===== config.mk =====
export PLATFORM = sky130hd
export DESIGN_NAME = dscl_top
export DESIGN_NICKNAME = d
export VERILOG_FILES = /design/src/dscl_pkg.sv /design/src/dscl_spi_if.sv /design/src/dscl_spi.sv /design/src/dscl_top.sv
export SDC_FILE = /design/constraint.sdc
export NUM_CORES = 1
export LEC_CHECK = 0
export ABC_AREA = 1
export BUFFER_PORTS_ARGS = -buffer_cell sky130_fd_sc_hd__buf_2
export CAP_MARGIN = 30
export CORE_MARGIN = 5
export CORE_UTILIZATION = 65
export CTS_BUF_LIST = sky130_fd_sc_hd__clkbuf_4
export DETAILED_ROUTE_END_ITERATION = 10
export HOLD_SLACK_MARGIN = 0.12
export PLACE_DENSITY = 0.92
export SYNTH_ARGS = -nofsm -noshare
export SYNTH_HDL_FRONTEND = slang
export SYNTH_SLANG_ARGS = --single-unit

===== constraint.sdc =====
create_clock -name clk -period 18.48 [get_ports clk]
set_clock_uncertainty 0.2 [all_clocks]
set_input_delay 4.62 -clock clk [delete_from_list [all_inputs] [get_ports clk]]
set_output_delay 4.62 -clock clk [all_outputs]
set_load 0.05 [all_outputs]

===== src/dscl_pkg.sv =====
// Constants and types shared by the dual switch control logic
package dscl_pkg;

  // ----------------------------------------------------------------
  // Timing
  // ----------------------------------------------------------------
  localparam int CLK_MHZ = 200;
  localparam int TICK_US = 1;
  localparam int TICK_CYC = TICK_US * CLK_MHZ;
  localparam int BULB_STEP_US = 25;
  localparam int MOTOR_STEP_US = 100;
  localparam int RETRY_US = 150;
  localparam int FRAME_BITS = 16;

  // ----------------------------------------------------------------
  // Serial frame addresses, frame[15:12]
  // ----------------------------------------------------------------
  localparam logic [3:0] SPI_NOP = 4'h0;
  localparam logic [3:0] SPI_CH0 = 4'h1;
  localparam logic [3:0] SPI_CH1 = 4'h2;
  localparam logic [3:0] SPI_GLB = 4'h3;
  localparam logic [3:0] SPI_CLR = 4'h4;

  // ----------------------------------------------------------------
  // APB map
  // ----------------------------------------------------------------
  localparam logic [7:0] A_STATUS = 8'h00;
  localparam logic [7:0] A_CTRL = 8'h04;
  localparam logic [7:0] A_CFG0 = 8'h08;
  localparam logic [7:0] A_CFG1 = 8'h0c;
  localparam logic [7:0] A_GLB = 8'h10;
  localparam logic CTRL_WD_EN_RST = 1'b1;
  localparam logic [18:0] SYNC_RST = 19'h00003;

  // ----------------------------------------------------------------
  // Types
  // ----------------------------------------------------------------
  typedef enum logic [1:0] {
    SRC_DIRECT = 2'b00,
    SRC_EXT = 2'b01,
    SRC_INT = 2'b10,
    SRC_SPI = 2'b11
  } dscl_src_t;

  typedef enum logic [1:0] {
    MODE_SLEEP = 2'b00,
    MODE_NORMAL = 2'b01,
    MODE_FAILSAFE = 2'b10
  } dscl_mode_t;

  typedef struct packed {
    dscl_src_t src;
    logic spi_on;
    logic [3:0] duty;
    logic [1:0] slew;
    logic [1:0] retry_lim;
  } dscl_ch_cfg_t;

  typedef struct packed {
    logic [1:0] ratio;
    logic temp;
    logic chan;
  } dscl_glb_t;

  typedef struct packed {
    logic ol_on;
    logic ol_off;
    logic ot;
    logic sc;
    logic oc;
  } dscl_flt_t;

endpackage : dscl_pkg


===== src/dscl_spi_if.sv =====
// Signals between the control core and its serial port
`timescale 1ns/1ps
interface dscl_spi_if;
  logic sclk;
  logic si;
  logic cs_n;
  logic so;
  logic so_oe;
  logic frame_valid;
  logic [15:0] frame;
  logic [15:0] status;

  modport port (
    input sclk,
    input si,
    input cs_n,
    input status,
    output so,
    output so_oe,
    output frame,
    output frame_valid
  );

  modport core (
    output sclk,
    output si,
    output cs_n,
    output status,
    input so,
    input so_oe,
    input frame,
    input frame_valid
  );
endinterface : dscl_spi_if


===== src/dscl_spi.sv =====
// Serial frame shifter with daisy-chain output
`timescale 1ns/1ps
module dscl_spi (
  input wire logic clk,
  input wire logic rst_n,
  dscl_spi_if.port bus
);

  typedef struct packed {
    logic sclk_q;
    logic cs_q;
    logic [15:0] sh;
    logic [4:0] cnt;
    logic so;
    logic so_oe;
    logic fv;
    logic [15:0] frame;
  } dscl_spi_st_t;

  dscl_spi_st_t st;
  dscl_spi_st_t next_st;

  // ----------------------------------------------------------------
  // Shifter
  // ----------------------------------------------------------------
  always_comb begin
    next_st = st;
    next_st.fv = 1'b0;
    next_st.sclk_q = bus.sclk;
    next_st.cs_q = bus.cs_n;
    next_st.so_oe = !bus.cs_n;
    if (st.cs_q && !bus.cs_n) begin
      next_st.sh = bus.status;
      next_st.cnt = 5'h00;
      next_st.so = bus.status[15];
    end else if (!bus.cs_n) begin
      if (bus.sclk && !st.sclk_q) begin
        next_st.sh = {st.sh[14:0], bus.si};
        if (st.cnt != 5'h1f) begin
          next_st.cnt = st.cnt + 5'h01;
        end
      end
      if (!bus.sclk && st.sclk_q) begin
        next_st.so = st.sh[15];
      end
    end else if (!st.cs_q &&
        st.cnt == 5'(dscl_pkg::FRAME_BITS)) begin
      next_st.fv = 1'b1;
      next_st.frame = st.sh;
    end
  end

  always_ff @(posedge clk or negedge rst_n) begin
    if (!rst_n) begin
      st <= '0;
      st.cs_q <= 1'b1;
    end else begin
      st <= next_st;
    end
  end

  assign bus.so = st.so;
  assign bus.so_oe = st.so_oe;
  assign bus.frame = st.frame;
  assign bus.frame_valid = st.fv;
endmodule : dscl_spi


===== src/dscl_top.sv =====
// Dual switch control, protection and supervision logic
// ------------------------------------------------------------------
// ------------------------------------------------------------------
`timescale 1ns/1ps
module dscl_top #(
  parameter int WD_TIMEOUT_US = 1000
) (
  input wire logic clk,
  input wire logic nrst,
  input wire logic reset_n,
  input wire logic chip_select_n,
  input wire logic sclk,
  input wire logic si,
  output logic so,
  output logic so_oe,
  input wire logic [1:0] direct_in,
  input wire logic ext_clock,
  input wire logic [1:0] profile_sel,
  input wire logic [1:0] oc_det,
  input wire logic [1:0] sc_det,
  input wire logic [1:0] ot_det,
  input wire logic [1:0] ol_off_det,
  input wire logic [1:0] ol_on_det,
  output logic [1:0] load_output,
  output logic [3:0] oc_level,
  output logic [3:0] slew_sel,
  output logic sense_temp_sel,
  output logic sense_chan_sel,
  output logic [1:0] sense_ratio,
  output logic sense_valid_n,
  output logic fault_flag_n,
  output logic fail_safe_flag_n,
  output logic sleep_mode,
  input wire logic psel,
  input wire logic penable,
  input wire logic pwrite,
  input wire logic [7:0] paddr,
  input wire logic [31:0] pwdata,
  output logic [31:0] prdata,
  output logic pready,
  output logic pslverr
);

  if (WD_TIMEOUT_US < 1 || WD_TIMEOUT_US > 65535) begin : g_chk
    $error("WD_TIMEOUT_US out of range");
  end

  typedef struct packed {
    dscl_pkg::dscl_mode_t mode;
    logic [15:0] wd;
    logic [7:0] tick;
    logic ext_q;
    logic wd_en;
    dscl_pkg::dscl_ch_cfg_t [1:0] cfg;
    dscl_pkg::dscl_glb_t glb;
    logic [1:0][3:0] pwm;
    logic [1:0][7:0] age;
    logic [1:0] lat;
    logic [1:0][1:0] tries;
    logic [1:0][7:0] rtmr;
    dscl_pkg::dscl_flt_t [1:0] flt;
    logic [1:0] load;
    logic [3:0] lvl;
    logic svalid_n;
    logic fault_n;
    logic fs_n;
    logic sleep;
    logic [31:0] prdata;
    logic pready;
    logic pslverr;
  } dscl_st_t;

  dscl_st_t st;
  dscl_st_t next_st;
  logic rst_q1;
  logic rst_n;
  logic [18:0] meta;
  logic [18:0] sy;
  dscl_spi_if spi ();

  // ----------------------------------------------------------------
  // Reset release and pin synchronisers
  // ----------------------------------------------------------------
  always_ff @(posedge clk or negedge nrst) begin
    if (!nrst) begin
      rst_q1 <= 1'b0;
      rst_n <= 1'b0;
    end else begin
      rst_q1 <= 1'b1;
      rst_n <= rst_q1;
    end
  end

  always_ff @(posedge clk or negedge rst_n) begin
    if (!rst_n) begin
      meta <= dscl_pkg::SYNC_RST;
      sy <= dscl_pkg::SYNC_RST;
    end else begin
      meta <= {ol_on_det, ol_off_det, ot_det, sc_det, oc_det,
        profile_sel, direct_in, ext_clock, si, sclk, chip_select_n,
        reset_n};
      sy <= meta;
    end
  end

  wire rst_pin_s = sy[0];
  wire ext_s = sy[4];
  wire [1:0] in_s = sy[6:5];
  wire [1:0] prof_s = sy[8:7];
  wire [1:0] oc_s = sy[10:9];
  wire [1:0] sc_s = sy[12:11];
  wire [1:0] ot_s = sy[14:13];
  wire [1:0] olf_s = sy[16:15];
  wire [1:0] oln_s = sy[18:17];

  assign spi.cs_n = sy[1];
  assign spi.sclk = sy[2];
  assign spi.si = sy[3];
  assign spi.status = {st.mode == dscl_pkg::MODE_FAILSAFE,
    st.mode == dscl_pkg::MODE_SLEEP, st.lat, st.flt[1], st.flt[0],
    st.load};

  dscl_spi u_spi (
    .clk(clk),
    .rst_n(rst_n),
    .bus(spi)
  );

  // ----------------------------------------------------------------
  // Control core
  // ----------------------------------------------------------------
  always_comb begin
    logic tick;
    logic fv;
    logic [3:0] addr;
    logic [1:0] clr;
    logic [7:0] step;
    logic [1:0] lvl;
    logic req;
    logic oc_hit;
    logic trip;
    dscl_pkg::dscl_src_t src;
    tick = st.tick == 8'(dscl_pkg::TICK_CYC - 1);
    fv = spi.frame_valid;
    addr = spi.frame[15:12];
    clr = 2'b00;
    step = 8'h00;
    lvl = 2'b00;
    req = 1'b0;
    oc_hit = 1'b0;
    trip = 1'b0;
    src = dscl_pkg::SRC_DIRECT;
    next_st = st;
    next_st.tick = tick ? 8'h00 : st.tick + 8'h01;
    next_st.ext_q = ext_s;

    unique case (st.mode)
      dscl_pkg::MODE_SLEEP: begin
        if (|in_s || fv) begin
          next_st.mode = dscl_pkg::MODE_NORMAL;
        end
      end
      dscl_pkg::MODE_NORMAL: begin
        if (st.wd_en && tick && !fv &&
            st.wd == 16'(WD_TIMEOUT_US - 1)) begin
          next_st.mode = dscl_pkg::MODE_FAILSAFE;
        end
      end
      dscl_pkg::MODE_FAILSAFE: begin
        if (fv) begin
          next_st.mode = dscl_pkg::MODE_NORMAL;
        end
      end
      default: next_st.mode = dscl_pkg::MODE_SLEEP;
    endcase
    if (fv || st.mode != dscl_pkg::MODE_NORMAL || !st.wd_en) begin
      next_st.wd = 16'h0000;
    end else if (tick) begin
      next_st.wd = st.wd + 16'h0001;
    end

    if (fv) begin
      unique case (addr)
        dscl_pkg::SPI_CH0: next_st.cfg[0] = spi.frame[10:0];
        dscl_pkg::SPI_CH1: next_st.cfg[1] = spi.frame[10:0];
        dscl_pkg::SPI_GLB: next_st.glb = spi.frame[3:0];
        dscl_pkg::SPI_CLR: clr = spi.frame[1:0];
        default: clr = 2'b00;
      endcase
    end

    for (int c = 0; c < 2; c++) begin
      src = st.mode == dscl_pkg::MODE_FAILSAFE ?
        dscl_pkg::SRC_DIRECT : st.cfg[c].src;
      if ((src == dscl_pkg::SRC_EXT && ext_s && !st.ext_q) ||
          (src == dscl_pkg::SRC_INT && tick)) begin
        next_st.pwm[c] = st.pwm[c] + 4'h1;
      end
      unique case (src)
        dscl_pkg::SRC_DIRECT: req = in_s[c];
        dscl_pkg::SRC_EXT: req = st.pwm[c] < st.cfg[c].duty;
        dscl_pkg::SRC_INT: req = st.pwm[c] < st.cfg[c].duty;
        dscl_pkg::SRC_SPI: req = st.cfg[c].spi_on;
      endcase
      next_st.load[c] = req && !st.lat[c] &&
        st.mode != dscl_pkg::MODE_SLEEP;

      if (!st.load[c]) begin
        next_st.age[c] = 8'h00;
      end else if (tick && st.age[c] != 8'hff) begin
        next_st.age[c] = st.age[c] + 8'h01;
      end
      step = prof_s[c] ? 8'(dscl_pkg::MOTOR_STEP_US) :
        8'(dscl_pkg::BULB_STEP_US);
      lvl = st.age[c] < step ? 2'h2 :
        (st.age[c] < {step[6:0], 1'b0} ? 2'h1 : 2'h0);
      next_st.lvl[2*c +: 2] = next_st.age[c] < step ? 2'h2 :
        (next_st.age[c] < {step[6:0], 1'b0} ? 2'h1 : 2'h0);

      oc_hit = st.load[c] && oc_s[c] && (!prof_s[c] || lvl != 2'h2);
      trip = oc_hit || (st.load[c] && (sc_s[c] || ot_s[c]));
      // open load both states; set wins over clear
      next_st.flt[c] = clr[c] ? '0 : st.flt[c];
      next_st.flt[c] = next_st.flt[c] | {oln_s[c] && st.load[c],
        olf_s[c] && !st.load[c], st.load[c] && ot_s[c],
        st.load[c] && sc_s[c], oc_hit};

      if (clr[c]) begin
        next_st.lat[c] = 1'b0;
        next_st.tries[c] = 2'h0;
        next_st.rtmr[c] = 8'h00;
      end
      if (trip) begin
        next_st.lat[c] = 1'b1;
        next_st.rtmr[c] = 8'h00;
      end else if (st.lat[c] && !clr[c] &&
          st.tries[c] < st.cfg[c].retry_lim && tick) begin
        if (st.rtmr[c] == 8'(dscl_pkg::RETRY_US - 1)) begin
          next_st.lat[c] = 1'b0;
          next_st.rtmr[c] = 8'h00;
          next_st.tries[c] = st.tries[c] + 2'h1;
        end else begin
          next_st.rtmr[c] = st.rtmr[c] + 8'h01;
        end
      end
    end

    // reset pin clears config and faults
    if (!rst_pin_s) begin
      next_st.cfg = '0;
      next_st.glb = '0;
      next_st.lat = 2'b00;
      next_st.flt = '0;
      next_st.tries = '0;
      next_st.rtmr = '0;
      next_st.load = 2'b00;
      next_st.age = '0;
      next_st.lvl = 4'ha;
      next_st.mode = dscl_pkg::MODE_SLEEP;
    end

    next_st.svalid_n = !(next_st.glb.temp ||
      (next_st.load[next_st.glb.chan] &&
      next_st.lvl[2*next_st.glb.chan +: 2] == 2'h0));
    next_st.fault_n = !(|next_st.lat || |next_st.flt);
    next_st.fs_n = next_st.mode != dscl_pkg::MODE_FAILSAFE;
    next_st.sleep = next_st.mode == dscl_pkg::MODE_SLEEP;

    // APB slave, one wait state
    next_st.pready = psel && penable && !st.pready;
    if (psel && penable && !st.pready) begin
      next_st.pslverr = 1'b0;
      unique case (paddr)
        dscl_pkg::A_STATUS: next_st.prdata = {16'h0000, spi.status};
        dscl_pkg::A_CTRL: next_st.prdata = {31'h0, st.wd_en};
        dscl_pkg::A_CFG0: next_st.prdata = {21'h0, st.cfg[0]};
        dscl_pkg::A_CFG1: next_st.prdata = {21'h0, st.cfg[1]};
        dscl_pkg::A_GLB: next_st.prdata = {28'h0, st.glb};
        default: begin
          next_st.prdata = 32'h0;
          next_st.pslverr = 1'b1;
        end
      endcase
    end
    if (psel && penable && st.pready && pwrite && !st.pslverr &&
        paddr == dscl_pkg::A_CTRL) begin
      next_st.wd_en = pwdata[0];
    end
  end

  always_ff @(posedge clk or negedge rst_n) begin
    if (!rst_n) begin
      st <= '0;
      st.wd_en <= dscl_pkg::CTRL_WD_EN_RST;
      st.lvl <= 4'ha;
      st.svalid_n <= 1'b1;
      st.fault_n <= 1'b1;
      st.fs_n <= 1'b1;
      st.sleep <= 1'b1;
    end else begin
      st <= next_st;
    end
  end

  assign so = spi.so;
  assign so_oe = spi.so_oe;
  assign load_output = st.load;
  assign oc_level = st.lvl;
  assign slew_sel = {st.cfg[1].slew, st.cfg[0].slew};
  assign sense_temp_sel = st.glb.temp;
  assign sense_chan_sel = st.glb.chan;
  assign sense_ratio = st.glb.ratio;
  assign sense_valid_n = st.svalid_n;
  assign fault_flag_n = st.fault_n;
  assign fail_safe_flag_n = st.fs_n;
  assign sleep_mode = st.sleep;
  assign prdata = st.prdata;
  assign pready = st.pready;
  assign pslverr = st.pslverr;

  wire fv_wd_end = st.wd_en && !spi.frame_valid &&
    st.tick == 8'(dscl_pkg::TICK_CYC - 1) &&
    st.wd == 16'(WD_TIMEOUT_US - 1);
endmodule : dscl_top


==> metrics.md, run 1 <==
| Metric | Value |
|---|---|
| Final setup TNS | `0 ps` |
| Clk slew on worst S/H paths | `70 ps` |
| Final min period | `6670 ps` |
| Gr ovfl total | `0` |
| Non-filler instance count after layout | `1,646` |
| Tot GR Track Use | `27.23%` |
| Number of global-route vias before repair | `9,388` |
| Final worst-path cycle share | `36.09%` |
| Mapped Cells | `1,304` |
| P&R area growth vs syn | `8.847%` |
| Max clock buf depth | `3` |
| Ys flop type | `dfrtp_1` |
| Cell Pwr Density | `82.19 nW/µm²` |
| Async S/R FF share, synth | `100.0%` |
| Post-Syn Area | `11,120 µm²` |
| Type of origin of the critical path | `flip-flop` |
| Netlist cell types | `50` |
| Post-CTS sizing | `0` |
| Slew HR | `36.07%` |
| Post-route ant nets | `0` |
| Initial DRC Count | `850` |
| Drt pass-1 iters | `7` |
| Via count of the routed design | `9,371` |
| Most common cell after layout, fill and taps aside | `nand2_1` |
| Main area contributors after synthesis | `dfrtp_1 (47%), nand2_1 (9.0%), inv_1 (5.9%), ha_1 (5.7%), o21ai_0 (5.4%)` |
| Final hold vios | `0` |
| Crit path required time | `13,660 ps` |
| Commonest non-fill, non-tap cells in the layout | `nand2_1 (268), dfrtp_1 (206), inv_1 (176)` |
| Met3 wire length | `2.291 mm` |
| Critical Path Fanout Max | `14` |
| H-tree Lvls | `2` |
| Routed WL | `26.59 mm` |
| Core Rows | `47` |
| Synth warn | `0` |
| Antenna violations before repair | `1` |
| CTS tree | `done` |
| HP Class | `reg -> reg` |
| Crit path buf inv count | `1` |
| DR vias/cell | `5.693` |
| Crit path cell chain | `buf_2` |
| Tightest Pin Transition | `953.7 ps` |
| Hold_buf cts | `0` |
| Total of max-cap violations | `0` |
| RSZ-0062 raised after global routing | `no` |
| Die area | `19,820 µm²` |
| Share of cells above drive strength 1 | `15.65%` |
| Hpwl dp | `18.51 mm` |
| Post-synthesis sequential area ratio | `49.44%` |
| CTS root buf | `clkbuf_4` |
| Top sig layer | `met4` |
| Final Setup Violations | `0` |
| Avg Inst Size Synth | `8.524 µm²` |
| F_max | `149.9 MHz` |
| Layout net count | `1,496` |
| Clk sinks | `219` |
| Largest net degree at the start of global routing | `76` |
| Io pins | `118` |
| Slowest-stage cell, CP | `dfrtp_1` |
| Starting Density | `66.56%` |
| Placed Cells | `1,545` |
| Data arrival time of the worst path | `1850 ps` |
| Max Transition Viols Final | `0` |
| Worst-Skew Late Latency | `690 ps` |
| First-pass GRT wire length | `44.12 mm` |
| Setup Buffers After CTS | `0` |
| Port Buffer Count | `70` |
| # DRC | `0` |
| Worst path max stage delay | `780 ps` |
| Worst Setup End Kind | `output pin` |
| Core area | `16,700 µm²` |
| CTS buffer count | `54` |
| Static Leak | `6.022 nW` |
| Critical path's top delay family | `flip-flops` |
| WL/cell | `16.15 µm` |
| Die H | `140.8 µm` |
| Met1 WL | `10.09 mm` |
| Met2 WL | `12.90 mm` |
| Status | `completed` |
| VDD IR-drop max | `0.00006656 V` |
| Routability-driven placement congestion ratio | `0.9400` |
| Area leader, netlist | `dfrtp_1` |
| Yosys reg bits | `219` |
| Post-synth EDFFs | `0` |
| Worst Path Class, Setup | `reg -> out` |
| Die X | `140.8 µm` |
| Yosys top cell area share | `46.60%` |
## worst paths after layout
path,from,end,slack (ps),depth (start not counted)
setup / recovery,load_output[0]$_DFF_PN0_,load_output[0],11810,1
hold / removal,meta[17]$_DFF_PN0_,sy[17]$_DFF_PN0_,130,0
setup reg to reg,st[128]$_DFF_PN0_,sense_valid_n$_DFF_PN1_,15010,20
hold reg to reg,meta[17]$_DFF_PN0_,sy[17]$_DFF_PN0_,130,0
max in group asynchronous,nrst,rst_n$_DFF_PN0_,14460,1
min in group asynchronous,rst_n$_DFF_PN0_,st[95]$_DFFE_PN0P_,230,0
## cell usage after synthesis, drive strengths merged, types with 3 or more instances
library cell,n
xnor2,7
o211ai,7
and3,3
nand4,21
dfstp,12
dfrtp,207
o31ai,6
nand3,77
xor2,7
clkbuf,15
a21oi,53
nor3,29
mux2,4
o22ai,10
o21ai,121
ha,51
or2,10
a211oi,4
a221oi,7
nand2,276
nor4,13
nor2,110
a21boi,3
buf,53
inv,180
a31oi,4
## layout make-up
cell class                      count  area [µm²]
Inverter                          182       685.7
Clock buffer                       86       645.6
Multi-Input combinational cell    850        4548
Sequential cell                   219        5499
Timing Repair Buffer               74       380.4
Tap cell                          220       275.3
Antenna cell                        1       2.502
Clock inverter                     14       62.56
Fill cell                        1180        4602
## sequential cells by signal, summed over array words and instances, names as in the netlist, 4 cells and up
register / count
meta: 19
oc_level: 4
prdata: 16
slew_sel: 4
spi.status: 12
st: 90
sy: 19
u_spi.bus.frame: 15
u_spi.st: 23
## per-layer routing
metal  GRT usage [%]  up-vias
li1                -     4390
met1           34.20     4392
met2           45.39      481
met3           5.283      108
met4           13.41        0
met5               0        -
## kinds of logic after synthesis
family                     count (synthesis)  share of synthesized area (%)
other                                      2                        0.06756
muxes                                      4                         0.4052
AOI/OAI and AO/OA                        223                          11.12
DFF                                      219                          49.44
xor gates and xnor gates                  14                          1.103
and+or+nand+nor                          541                          21.90
buffers and inverters                    250                          10.22
adders and majority gates                 51                          5.741
## metrics by stage
step	hold slack (ps)	setup WS [ps]	area (µm²)	power, mW	util, %
after floorplan	131.2	11750	11170	0.5709	-
after global placement	131.5	11950	11390	0.5861	68.19
after detailed placement	134.7	11870	11390	0.5901	68.19
after CTS	136.2	11790	12100	0.9982	72.43
after global routing	142.4	11750	12100	1.037	72.45
final	134.4	11810	12100	0.9944	72.45
## where the power goes
part           internal, mW  switching [mW]  total, mW  leakage, nW
registers             0.497          0.0163      0.513         2.88
logic                0.0173          0.0525     0.0698         2.72
clock network         0.211           0.200      0.411        0.422
Power figures use the tool's default switching activity.
==> run 2: changes to the inputs <==
Settings changed: ABC_AREA 1 to 0, CORE_UTILIZATION 65 to 61, PLACE_DENSITY 0.92 to 0.87.
Clock period 18.48 ns to 6.4 ns, I/O delays scaled along.
==> metrics.md, run 2 <==
| Metric | Value |
|---|---|
| Status | `completed` |
| Final hold vios | `0` |
| Mapped Cells | `1,084` |
| Final Setup Violations | `0` |
| Die X | `143.0 µm` |
| Max clock buf depth | `3` |
| Most common cell in the netlist | `dfrtp_1` |
| Type of origin of the critical path | `flip-flop` |
| Slew HR | `35.86%` |
| Final worst-path cycle share | `60.77%` |
| Critical Path Fanout Max | `15` |
| First-pass GRT wire length | `40.59 mm` |
| Netlist cell types | `69` |
| Most common cell after layout, fill and taps aside | `dfrtp_1` |
| Post-route ant nets | `0` |
| Die H | `143.0 µm` |
| Max Transition Viols Final | `0` |
| Routability-driven placement congestion ratio | `0.8799` |
| Core Rows | `48` |
| Yosys reg bits | `219` |
| Post-CTS sizing | `0` |
| Ys flop type | `dfrtp_1` |
| Initial DRC Count | `914` |
| Gr ovfl total | `0` |
| F_max | `257.1 MHz` |
| Data arrival time of the worst path | `4260 ps` |
| Port Buffer Count | `70` |
| Final min period | `3889 ps` |
| Worst-Skew Late Latency | `690 ps` |
| Total of max-cap violations | `0` |
| Tightest Pin Transition | `949.7 ps` |
| Placed Cells | `1,316` |
| Tot GR Track Use | `24.46%` |
| Non-filler instance count after layout | `1,413` |
| Worst Path Class, Setup | `reg -> reg` |
| Hold WS | `146.2 ps` |
| Yosys top cell area share | `48.00%` |
| Worst Setup End Kind | `flip-flop` |
| Via count of the routed design | `8,367` |
| Largest net degree at the start of global routing | `165` |
| Final setup TNS | `0 ps` |
| RSZ-0062 raised after global routing | `no` |
| CTS root buf | `clkbuf_4` |
| Async S/R FF share, synth | `100.0%` |
| DR vias/cell | `5.921` |
| Post-synthesis sequential area ratio | `50.92%` |
| Static Leak | `5.664 nW` |
| Largest registers | `st (90), u_spi.st (23)` |
| H-tree Lvls | `2` |
| CTS buffer count | `56` |
| Final instance area | `11,760 µm²` |
| Reg with most FFs | `st` |
| Antenna violations before repair | `1` |
| Core area | `17,360 µm²` |
| Post-synth EDFFs | `0` |
| Clk sinks | `219` |
| Largest register FFs | `90` |
| Setup Buffers After CTS | `0` |
| Starting Density | `62.18%` |
| WL/cell | `17.11 µm` |
| Post-Syn Area | `10,790 µm²` |
| Clk slew on worst S/H paths | `70 ps` |
| Die area | `20,450 µm²` |
| Main area contributors after synthesis | `dfrtp_1 (48%), ha_1 (5.9%), nand2_1 (4.9%), nor2_1 (3.6%), buf_4 (3.1%)` |
| Commonest non-fill, non-tap cells in the layout | `dfrtp_1 (206), nand2_1 (141), nor2_1 (104)` |
| Crit path required time | `6770 ps` |
| Io pins | `118` |
| P&R area growth vs syn | `9.009%` |
| Placed cell area | `11,060 µm²` |
| Fill count | `1,329` |
| Routed WL | `24.18 mm` |
| Drt pass-1 iters | `5` |
| Avg Inst Size Synth | `9.955 µm²` |
| CTS tree | `done` |
| Hold_buf cts | `0` |
| Number of global-route vias before repair | `8,412` |
| Synth warn | `0` |
| Final Util | `67.78%` |
| Area leader, netlist | `dfrtp_1` |
| Cell Pwr Density | `237.6 nW/µm²` |
| HP Class | `reg -> reg` |
| Layout net count | `1,264` |
| VDD IR-drop max | `0.0001519 V` |
| # DRC | `0` |
| Commonest cells in the netlist | `dfrtp_1 (207), nand2_1 (141), nor2_1 (104)` |
| Hpwl dp | `16.62 mm` |
| Share of cells above drive strength 1 | `17.03%` |
==> run 2: cell count changes in the layout (fill, tap and decap cells not counted), sizes merged, moves of 14 or more <==
cell	delta
inv	-145
nand2b	+14
and3	+19
mux2i	+32
o21ai	-59
nand3	-31
nand2	-134
xor2	+15
==> run 2: worst paths after layout <==
path | slack (ps) | to | start | depth (start not counted)
setup / recovery | 2510 | sense_valid_n$_DFF_PN1_ | st[131]$_DFF_PN0_ | 12
hold / removal | 150 | sy[10]$_DFF_PN0_ | meta[10]$_DFF_PN0_ | 0
setup reg to reg | 2510 | sense_valid_n$_DFF_PN1_ | st[131]$_DFF_PN0_ | 12
hold reg to reg | 150 | sy[10]$_DFF_PN0_ | meta[10]$_DFF_PN0_ | 0
max in group asynchronous | 4540 | st[140]$_DFFE_PN0P_ | rst_n$_DFF_PN0_ | 1
min in group asynchronous | 170 | u_spi.bus.so_oe$_DFF_PN0_ | rst_n$_DFF_PN0_ | 0
==> run 2: power by group <==
group	switching [mW]	internal, mW
sequential	0.0435	1.42
combinational	0.109	0.0424
clock	0.549	0.626
==> run 2: critical path, stage by stage (launching register included) <==
cell and delay (ps):
dfrtp_1 450, nor4b_4 390, nand2_2 290, nor2_1 360
nand4_1 160, xor2_1 220, nor2_1 70, ha_1 370
and3_1 170, a41o_1 210, o41ai_2 320, and4b_1 280
a311oi_2 290
==> run 2: logic make-up (layout without fill, tap and decap cells) <==
kind of cell	Yosys count	count (layout)	synth area share [%]
AO/OA/AOI/OAI	184	184	11.11
other	2	19	0.06959
AND/OR/NAND/NOR	429	429	19.11
XOR/XNOR	40	40	3.246
multiplexers	41	41	3.907
adder cells (fa/ha/maj)	52	52	6.017
flip-flops	219	219	50.92
buffers and inverters	117	204	5.623
==> run 2: metrics by stage <==
stage | setup WS, ps | power, mW
after global placement | 2460 | 1.637
after floorplan | 2609 | 1.598
after global routing | 2325 | 2.921
after CTS | 2547 | 2.822
final | 2511 | 2.795
after detailed placement | 2381 | 1.644
==> run 2: area by class of cell <==
type | count | area (µm²) | share of cell area, %
sequential | 219 | 5499 | 46.75
timing repair buffer | 75 | 407.9 | 3.467
inverter | 34 | 127.6 | 1.085
clock buffer | 90 | 675.6 | 5.743
antenna | 2 | 5.005 | 0.04254
multi-input combinational | 763 | 4748 | 40.36
clock inverter | 5 | 18.77 | 0.1595
tap | 225 | 281.5 | 2.393
==> run 2: per-layer routing <==
metal  track usage, %  routed length [µm]  up-vias  part of all wire [%]
li1                 -                   -     3890                     -
met1            32.56               10010     4080                    41
met5                0                   0        -                     0
met3            5.157                2034       64                   8.4
met2            39.07               11430      333                    47
met4            10.61                 704        0                   2.9
